===== src/core/pbaf_defines.svh =====
// Constants for the port B alternate-function override block.
`ifndef PBAF_DEFINES_SVH
`define PBAF_DEFINES_SVH

`define PBAF_NUM_PINS 8
`define PBAF_PIN_T2A 3'h7
`define PBAF_PIN_T1B 3'h6
`define PBAF_PIN_T1A 3'h5
`define PBAF_PIN_T0A 3'h4
`define PBAF_PIN_CIPO 3'h3
`define PBAF_PIN_COPI 3'h2
`define PBAF_PIN_SCK 3'h1
`define PBAF_PIN_SEL 3'h0
`define PBAF_RST_PINS 8'h00
`define PBAF_RST_BIT 1'h0
`define PBAF_RST_SEL_B 1'h1

`endif


===== src/core/pbaf_pkg.sv =====
// Types shared by the port B alternate-function override block.
`include "pbaf_defines.svh"
package pbaf_pkg;

  typedef logic [`PBAF_NUM_PINS-1:0] pbaf_pins_t;

  // Role the SPI unit gives the four lower pins.
  typedef enum logic [1:0] {
    PBAF_SPI_OFF = 2'b00,
    PBAF_SPI_SLAVE = 2'b01,
    PBAF_SPI_MASTER = 2'b10
  } pbaf_spi_mode_e;

endpackage


===== src/core/pbaf_port_b_mux.sv =====
// Pin override logic for the eight pins of general-purpose port B.
`timescale 1ns/100ps
`include "pbaf_defines.svh"

module pbaf_port_b_mux #(
  parameter int NUM_PINS = `PBAF_NUM_PINS
) (
  // Clock and reset.
  input wire logic core_clk,
  input wire logic rst_b,
  // Port registers and global controls.
  input wire logic [NUM_PINS-1:0] portDir,
  input wire logic [NUM_PINS-1:0] portOut,
  input wire logic globalPullupDisable,
  input wire logic sleepActive,
  // Timer compare outputs and their enables.
  input wire logic timer2CompareAEn,
  input wire logic timer2CompareAOut,
  input wire logic timer1CompareBEn,
  input wire logic timer1CompareBOut,
  input wire logic timer1CompareAEn,
  input wire logic timer1CompareAOut,
  input wire logic timer0CompareAEn,
  input wire logic timer0CompareAOut,
  // SPI unit configuration and outgoing data.
  input wire logic spiUnitEnable,
  input wire logic spiMasterSelect,
  input wire logic spiSlaveTxData,
  input wire logic spiMasterTxData,
  input wire logic spiSckOut,
  // Pin-change controls.
  input wire logic [NUM_PINS-1:0] pinChangeMask,
  input wire logic pinChangeGroup1Enable,
  // Pads.
  input wire logic [NUM_PINS-1:0] padIn,
  output logic [NUM_PINS-1:0] padOut,
  output logic [NUM_PINS-1:0] padOe,
  output logic [NUM_PINS-1:0] padPullup,
  output logic [NUM_PINS-1:0] padInBufEn,
  // Inputs returned to the peripherals.
  output logic [NUM_PINS-1:0] pinChangeSrc,
  output logic spiMasterRxData,
  output logic spiSlaveRxData,
  output logic spiSckIn,
  output logic spiSlaveSelect_b,
  output logic spiSlaveActive
);

  if (NUM_PINS != `PBAF_NUM_PINS) begin : gNumPinsCheck
    $error("pbaf_port_b_mux serves exactly eight pins");
  end

  pbaf_pkg::pbaf_spi_mode_e spiMode;
  pbaf_pkg::pbaf_pins_t pullOvrEn;
  pbaf_pkg::pbaf_pins_t pullOvrVal;
  pbaf_pkg::pbaf_pins_t dirOvrEn;
  pbaf_pkg::pbaf_pins_t dirOvrVal;
  pbaf_pkg::pbaf_pins_t valOvrEn;
  pbaf_pkg::pbaf_pins_t valOvrVal;
  pbaf_pkg::pbaf_pins_t bufOvrEn;
  pbaf_pkg::pbaf_pins_t bufOvrVal;
  pbaf_pkg::pbaf_pins_t padMeta_q;
  pbaf_pkg::pbaf_pins_t padSync_q;
  pbaf_pkg::pbaf_pins_t padOut_d;
  pbaf_pkg::pbaf_pins_t padOut_q;
  pbaf_pkg::pbaf_pins_t padOe_d;
  pbaf_pkg::pbaf_pins_t padOe_q;
  pbaf_pkg::pbaf_pins_t padPullup_d;
  pbaf_pkg::pbaf_pins_t padPullup_q;
  pbaf_pkg::pbaf_pins_t padInBufEn_d;
  pbaf_pkg::pbaf_pins_t padInBufEn_q;
  pbaf_pkg::pbaf_pins_t pinChangeSrc_d;
  pbaf_pkg::pbaf_pins_t pinChangeSrc_q;
  pbaf_pkg::pbaf_pins_t digIn;
  logic spiMasterRxData_d;
  logic spiMasterRxData_q;
  logic spiSlaveRxData_d;
  logic spiSlaveRxData_q;
  logic spiSckIn_d;
  logic spiSckIn_q;
  logic spiSlaveSelect_b_d;
  logic spiSlaveSelect_b_q;
  logic spiSlaveActive_d;
  logic spiSlaveActive_q;

  // Pad inputs come from outside the clock domain; only the second stage is read.
  always_ff @(posedge core_clk or negedge rst_b) begin
    if (!rst_b) begin
      padMeta_q <= `PBAF_RST_PINS;
      padSync_q <= `PBAF_RST_PINS;
    end else begin
      padMeta_q <= padIn;
      padSync_q <= padMeta_q;
    end
  end

  // Overrides and next returned inputs, from peripheral, port and synchronized pad state in one cycle.
  always_comb begin
    if (!spiUnitEnable) begin
      spiMode = pbaf_pkg::PBAF_SPI_OFF;
    end else if (spiMasterSelect) begin
      spiMode = pbaf_pkg::PBAF_SPI_MASTER;
    end else begin
      spiMode = pbaf_pkg::PBAF_SPI_SLAVE;
    end

    pullOvrEn = `PBAF_RST_PINS;
    pullOvrVal = `PBAF_RST_PINS;
    dirOvrEn = `PBAF_RST_PINS;
    dirOvrVal = `PBAF_RST_PINS;
    valOvrEn = `PBAF_RST_PINS;
    valOvrVal = `PBAF_RST_PINS;

    valOvrEn[`PBAF_PIN_T2A] = timer2CompareAEn;
    valOvrVal[`PBAF_PIN_T2A] = timer2CompareAOut;
    valOvrEn[`PBAF_PIN_T1B] = timer1CompareBEn;
    valOvrVal[`PBAF_PIN_T1B] = timer1CompareBOut;
    valOvrEn[`PBAF_PIN_T1A] = timer1CompareAEn;
    valOvrVal[`PBAF_PIN_T1A] = timer1CompareAOut;
    valOvrEn[`PBAF_PIN_T0A] = timer0CompareAEn;
    valOvrVal[`PBAF_PIN_T0A] = timer0CompareAOut;

    case (spiMode)
      pbaf_pkg::PBAF_SPI_MASTER: begin
        dirOvrEn[`PBAF_PIN_CIPO] = 1'h1;
        pullOvrEn[`PBAF_PIN_CIPO] = 1'h1;
        valOvrEn[`PBAF_PIN_COPI] = 1'h1;
        valOvrVal[`PBAF_PIN_COPI] = spiMasterTxData;
        valOvrEn[`PBAF_PIN_SCK] = 1'h1;
        valOvrVal[`PBAF_PIN_SCK] = spiSckOut;
      end
      pbaf_pkg::PBAF_SPI_SLAVE: begin
        valOvrEn[`PBAF_PIN_CIPO] = 1'h1;
        valOvrVal[`PBAF_PIN_CIPO] = spiSlaveTxData;
        dirOvrEn[`PBAF_PIN_COPI] = 1'h1;
        dirOvrEn[`PBAF_PIN_SCK] = 1'h1;
        dirOvrEn[`PBAF_PIN_SEL] = 1'h1;
        pullOvrEn[`PBAF_PIN_COPI] = 1'h1;
        pullOvrEn[`PBAF_PIN_SCK] = 1'h1;
        pullOvrEn[`PBAF_PIN_SEL] = 1'h1;
      end
      pbaf_pkg::PBAF_SPI_OFF: begin
        pullOvrEn = `PBAF_RST_PINS;
      end
      default: begin
        pullOvrEn = `PBAF_RST_PINS;
      end
    endcase

    pullOvrVal = portOut & {NUM_PINS{~globalPullupDisable}};

    bufOvrEn = pinChangeMask & {NUM_PINS{pinChangeGroup1Enable}};
    bufOvrVal = {NUM_PINS{1'h1}};

    // A disabled input buffer reads as zero, as a real Schmitt gate would.
    digIn = padSync_q & padInBufEn_q;
    pinChangeSrc_d = digIn;

    spiMasterRxData_d = digIn[`PBAF_PIN_CIPO];
    spiSlaveRxData_d = digIn[`PBAF_PIN_COPI];
    spiSckIn_d = digIn[`PBAF_PIN_SCK];
    spiSlaveSelect_b_d = digIn[`PBAF_PIN_SEL];
    spiSlaveActive_d = (spiMode == pbaf_pkg::PBAF_SPI_SLAVE) && !digIn[`PBAF_PIN_SEL];
  end

  // One selector per pin keeps the override priority identical on all eight pins.
  for (genvar i = 0; i < NUM_PINS; i++) begin : gPin
    pbaf_pin_select #(
      .PIN(i)
    ) pbaf_pin_select_i (
      .pullOvrEn(pullOvrEn[i]),
      .pullOvrVal(pullOvrVal[i]),
      .dirOvrEn(dirOvrEn[i]),
      .dirOvrVal(dirOvrVal[i]),
      .valOvrEn(valOvrEn[i]),
      .valOvrVal(valOvrVal[i]),
      .bufOvrEn(bufOvrEn[i]),
      .bufOvrVal(bufOvrVal[i]),
      .portDir(portDir[i]),
      .portOut(portOut[i]),
      .globalPullupDisable(globalPullupDisable),
      .sleepActive(sleepActive),
      .pullupNext(padPullup_d[i]),
      .oeNext(padOe_d[i]),
      .outNext(padOut_d[i]),
      .inBufEnNext(padInBufEn_d[i])
    );
  end

  always_ff @(posedge core_clk or negedge rst_b) begin
    if (!rst_b) begin
      padOut_q <= `PBAF_RST_PINS;
      padOe_q <= `PBAF_RST_PINS;
      padPullup_q <= `PBAF_RST_PINS;
      padInBufEn_q <= `PBAF_RST_PINS;
      pinChangeSrc_q <= `PBAF_RST_PINS;
      spiMasterRxData_q <= `PBAF_RST_BIT;
      spiSlaveRxData_q <= `PBAF_RST_BIT;
      spiSckIn_q <= `PBAF_RST_BIT;
      spiSlaveSelect_b_q <= `PBAF_RST_SEL_B;
      spiSlaveActive_q <= `PBAF_RST_BIT;
    end else begin
      padOut_q <= padOut_d;
      padOe_q <= padOe_d;
      padPullup_q <= padPullup_d;
      padInBufEn_q <= padInBufEn_d;
      pinChangeSrc_q <= pinChangeSrc_d;
      spiMasterRxData_q <= spiMasterRxData_d;
      spiSlaveRxData_q <= spiSlaveRxData_d;
      spiSckIn_q <= spiSckIn_d;
      spiSlaveSelect_b_q <= spiSlaveSelect_b_d;
      spiSlaveActive_q <= spiSlaveActive_d;
    end
  end

  // Every output is registered, so pad controls change one clock after their cause and returned inputs three clocks after a pad change.
  assign padOut = padOut_q;
  assign padOe = padOe_q;
  assign padPullup = padPullup_q;
  assign padInBufEn = padInBufEn_q;
  assign pinChangeSrc = pinChangeSrc_q;
  assign spiMasterRxData = spiMasterRxData_q;
  assign spiSlaveRxData = spiSlaveRxData_q;
  assign spiSckIn = spiSckIn_q;
  assign spiSlaveSelect_b = spiSlaveSelect_b_q;
  assign spiSlaveActive = spiSlaveActive_q;

endmodule

// Per-pin choice between a peripheral's overrides and the plain port bits.
module pbaf_pin_select #(
  parameter int PIN = 0
) (
  // Overrides from the owning peripheral.
  input wire logic pullOvrEn,
  input wire logic pullOvrVal,
  input wire logic dirOvrEn,
  input wire logic dirOvrVal,
  input wire logic valOvrEn,
  input wire logic valOvrVal,
  input wire logic bufOvrEn,
  input wire logic bufOvrVal,
  // Plain port controls.
  input wire logic portDir,
  input wire logic portOut,
  input wire logic globalPullupDisable,
  input wire logic sleepActive,
  // Next pad controls, registered by the caller.
  output logic pullupNext,
  output logic oeNext,
  output logic outNext,
  output logic inBufEnNext
);

  if (PIN < 0 || PIN >= `PBAF_NUM_PINS) begin : gPinCheck
    $error("pbaf_pin_select pin index out of range");
  end

  always_comb begin
    pullupNext = pullOvrEn ? pullOvrVal : (!portDir && portOut && !globalPullupDisable);
    oeNext = dirOvrEn ? dirOvrVal : portDir;
    outNext = valOvrEn ? valOvrVal : portOut;
    inBufEnNext = bufOvrEn ? bufOvrVal : !sleepActive;
  end

endmodule


===== config.mk =====
export PLATFORM = sky130hd
export DESIGN_NAME = pbaf_port_b_mux
export DESIGN_NICKNAME = d
export VERILOG_FILES = /design/src/core/pbaf_pkg.sv /design/src/core/pbaf_port_b_mux.sv
export VERILOG_INCLUDE_DIRS = /design/src /design/src/core
export SDC_FILE = /design/constraint.sdc
export NUM_CORES = 1
export LEC_CHECK = 0
export BUFFER_PORTS_ARGS = -buffer_cell sky130_fd_sc_hd__buf_2
export CORE_ASPECT_RATIO = 1.4
export CORE_MARGIN = 4
export CORE_UTILIZATION = 35
export CTS_BUF_LIST = sky130_fd_sc_hd__clkbuf_4 sky130_fd_sc_hd__clkbuf_8 sky130_fd_sc_hd__clkbuf_16
export CTS_CLUSTER_SIZE = 25
export DETAILED_ROUTE_END_ITERATION = 6
export GPL_ROUTABILITY_DRIVEN = 0
export GPL_TIMING_DRIVEN = 0
export PLACE_DENSITY_LB_ADDON = 0.2
export SLEW_MARGIN = 10
export SYNTH_ARGS = -nofsm -noshare
export SYNTH_HDL_FRONTEND = slang
export SYNTH_SLANG_ARGS = --single-unit

===== constraint.sdc =====
create_clock -name core_clk -period 0.8 [get_ports core_clk]
set_input_delay 0.16 -clock core_clk [delete_from_list [all_inputs] [get_ports core_clk]]
set_output_delay 0.16 -clock core_clk [all_outputs]
set_load 0.03 [all_outputs]

==> impl_results.md <==
* Peak supply drop at 1.215 mV
* Post-Syn Area at 1809 um2
* Post-DP Area at 2362 um2
* Vias in the first global route at 1,410
* Die X at 68.77 um
* Later-pin clock latency in the skew report at 0.32 ns
* Utilization after layout at 0.6094
* Die area at 6400 um2
* Post-DP HPWL at 2712 um
* First-pass GRT wire length at 6230 um
* RSZ-0062 raised after global routing: true
* TritonCTS clock tree: yes
* Routed via count at 1,267
* Largest net degree at the start of global routing at 59
* Startpoint types: flip-flop
* Reg2reg end: pinChangeSrc[1]
* Worst r2r src: padInBufEn[1]
* Register area share after synthesis at 0.8029
* CORE AREA at 4917 um2
* Cell count after synthesis at 113
* Slew Limit Fails at 0
* Reg2reg setup slack at 0.04 ns
* Mapped Nets at 163
* Starting Density at 0.3679
* Post-route DRC at 0
* Average routed wire per standard cell at 12.83 um
* Critical path type: reg2out
* Peak Freq at 0.8835 GHz
* Total GRT Usage at 0.1356
* Share of layout cells above drive strength 1 at 0.5439
* Max Cap Viol at 0
* Worst slew margin at 0.5326
* Placed cells at 269
* Htree depth at 3
* Initial antenna violation count at 0
* IO Pins at 95
* CTS buffer count at 9
* Tightest Pin Transition at 0.7010 ns
* CTS clk-pin slew, worst paths at 0.06 ns
* Clk sinks at 58
* CTS hold repair buffers at 16
* Hold_ws at -0.1098 ns
* Crit-path max cell delay at 0.41 ns
* Worst-path maximum fanout at 2
* Routed Wire Length at 3888 um
* Initial DRC count at 49
* Status: complete, but fails checks
* Yosys Warn Count at 0
* Mean post-synth cell area at 16.01 um2
* Slowest cell on the critical path: dfrtp_2
* Critical path launch point: pinChangeSrc[2]
* Die span in y at 93.07 um
* Synth Register Bits at 58
* Net count, final at 284
* Most used cell, CP: buf_6
* Setup violations, final at 45
* Data arrival, critical path at 0.97 ns
* Failing checks: negative hold slack, negative setup slack
* Grt ovf at 0
* Worst Setup End Kind: primary output
* Layout Cells excl Fill at 303
* Areal power density over the cells at 2161 nW/um2
* Worst-case clock buffer depth at 2
* Post-route ant nets at 0
* Root Buffer: clkbuf_8
* Yosys cell types at 16
* PortBufs at 92
* Leakage at 1.478 nW
* Setup ws final at -0.3318 ns
* Cell Chain, Critical Path: buf_6 -> buf_6
* Final Critical Period at 1.132 ns
* CP required at 0.64 ns
* Worst r2r path cells at 2
* DR pass1 iterations at 3
* Vias/cell at 4.182
* Synth-to-Final Area Change at 65.63%
* Cell Rows at 30
* Setup crit end: pinChangeSrc[2]
* N_diodes at 0
* Hold WC Path Type: in2async
* Fin area at 2997 um2
* Fin crit share at 1.415
* Final hold violations at 57
* Layout Skew at 0.004882 ns
## layer usage
layer / global-route usage / share of wire
met3: 0.04928 / 0.11
met2: 0.2223 / 0.53
met5: 0 / 0
met4: 0.08293 / 0.018
met1: 0.1433 / 0.35
## cells in the mapped netlist
| cell | instances | area, um2 |
|---|---|---|
| dfrtp_1 | 57 | 1426 |
| buf_4 | 3 | 22.52 |
| clkbuf_1 | 2 | 7.510 |
| dfstp_2 | 1 | 26.28 |
| a21boi_0 | 1 | 7.510 |
| a21oi_1 | 3 | 15.01 |
| nand2b_4 | 1 | 13.76 |
| nand2_1 | 17 | 63.81 |
| nor2_1 | 1 | 3.750 |
| and2_1 | 8 | 50.05 |
| nand2b_1 | 3 | 18.77 |
| nor3b_1 | 5 | 37.54 |
| mux2_2 | 6 | 67.56 |
| mux2_4 | 1 | 15.01 |
| buf_6 | 1 | 11.26 |
| and2_2 | 3 | 22.52 |
## power by group
part	switching, W	leakage (nW)	internal (W)
registers	0.0000783	0.690	0.00311
logic	0.000515	0.699	0.000493
clock network	0.00106	0.0885	0.00122
## registers in the layout, summed over array words and instances, names as in the netlist
| register | flops |
|---|---|
| padOe | 8 |
| padSync_q | 8 |
| pinChangeSrc | 8 |
| padMeta_q | 8 |
| padOut | 8 |
| padPullup | 8 |
| spiSlaveSelect_b | 1 |
| spiSlaveActive | 1 |
| padInBufEn | 8 |
## worst max-delay path, delay by kind of cell, from the launching register on
family	cells	cell delay [ns]
DFF	1	0.41
buffers and inverters	2	0.23
## through the flow
| stage | TNS [ns] | total power [W] | worst slack (ns) |
|---|---|---|---|
| 4_1_cts | -10.34 | 0.006583 | -0.3546 |
| 2_1_floorplan | -0.0002277 | 0.003633 | -0.0002277 |
| 5_1_grt | -11.01 | 0.006797 | -0.3608 |
| 3_5_place_dp | -29.33 | 0.003989 | -0.5977 |
| 3_3_place_gp | -28.94 | 0.003978 | -0.5914 |
| 6_report | -9.428 | 0.006474 | -0.3318 |
## what timing repair did
action,4_1_cts,5_1_grt
endpoints found under the hold margin,76,57
cloned,0,0
resized for setup,91,0
setup buffers,1,1
setup endpoints to repair,102,45
## cells in the final DEF (no fill, tap or decap)
cell and count:
a21boi_0 1, a21oi_1 3, and2_1 8, and2_2 3
buf_2 46, buf_4 4, buf_6 48, clkbuf_1 2
clkbuf_4 1, clkbuf_8 10, clkinv_2 3, clkinvlp_4 2
dfrtp_1 53, dfrtp_2 4, dfstp_2 1, dlygate4sd3_1 16
mux2_2 6, mux2_4 1, nand2_1 17, nand2b_1 3
nand2b_4 1, nor2_1 1, nor3b_1 5
## how the worst min path moves through the flow
stage	cells after the start	to	slack, ns
after detailed placement	1	padMeta_q[2]	0.27
after floorplan	0	padInBufEn[0]	-0.14
after CTS	1	padInBufEn[4]	-0.09
final	1	pinChangeSrc[4]	-0.11
after global placement	1	padMeta_q[3]	0.27
after global routing	1	padInBufEn[7]	-0.05
## kinds of logic (layout without fill, tap and decap cells)
kind of cell	after synthesis	after routing	share of synthesized area
multiplexers	7	7	0.04564
AND/OR/NAND/NOR	38	38	0.1162
flip-flops	58	58	0.8029
buffers and inverters	6	132	0.02282
AO/OA/AOI/OAI	4	4	0.01245
## final cells by class
class | instances | area (um2)
multi-input cells | 49 | 315.3
clock inverters | 5 | 30.03
fillers | 410 | 1921
repair buffers | 110 | 915.9
plain buffers | 6 | 52.55
well taps | 64 | 80.08
flip-flops and latches | 58 | 1458
clock buffers | 11 | 145.1
Power figures use the tool's default switching activity.
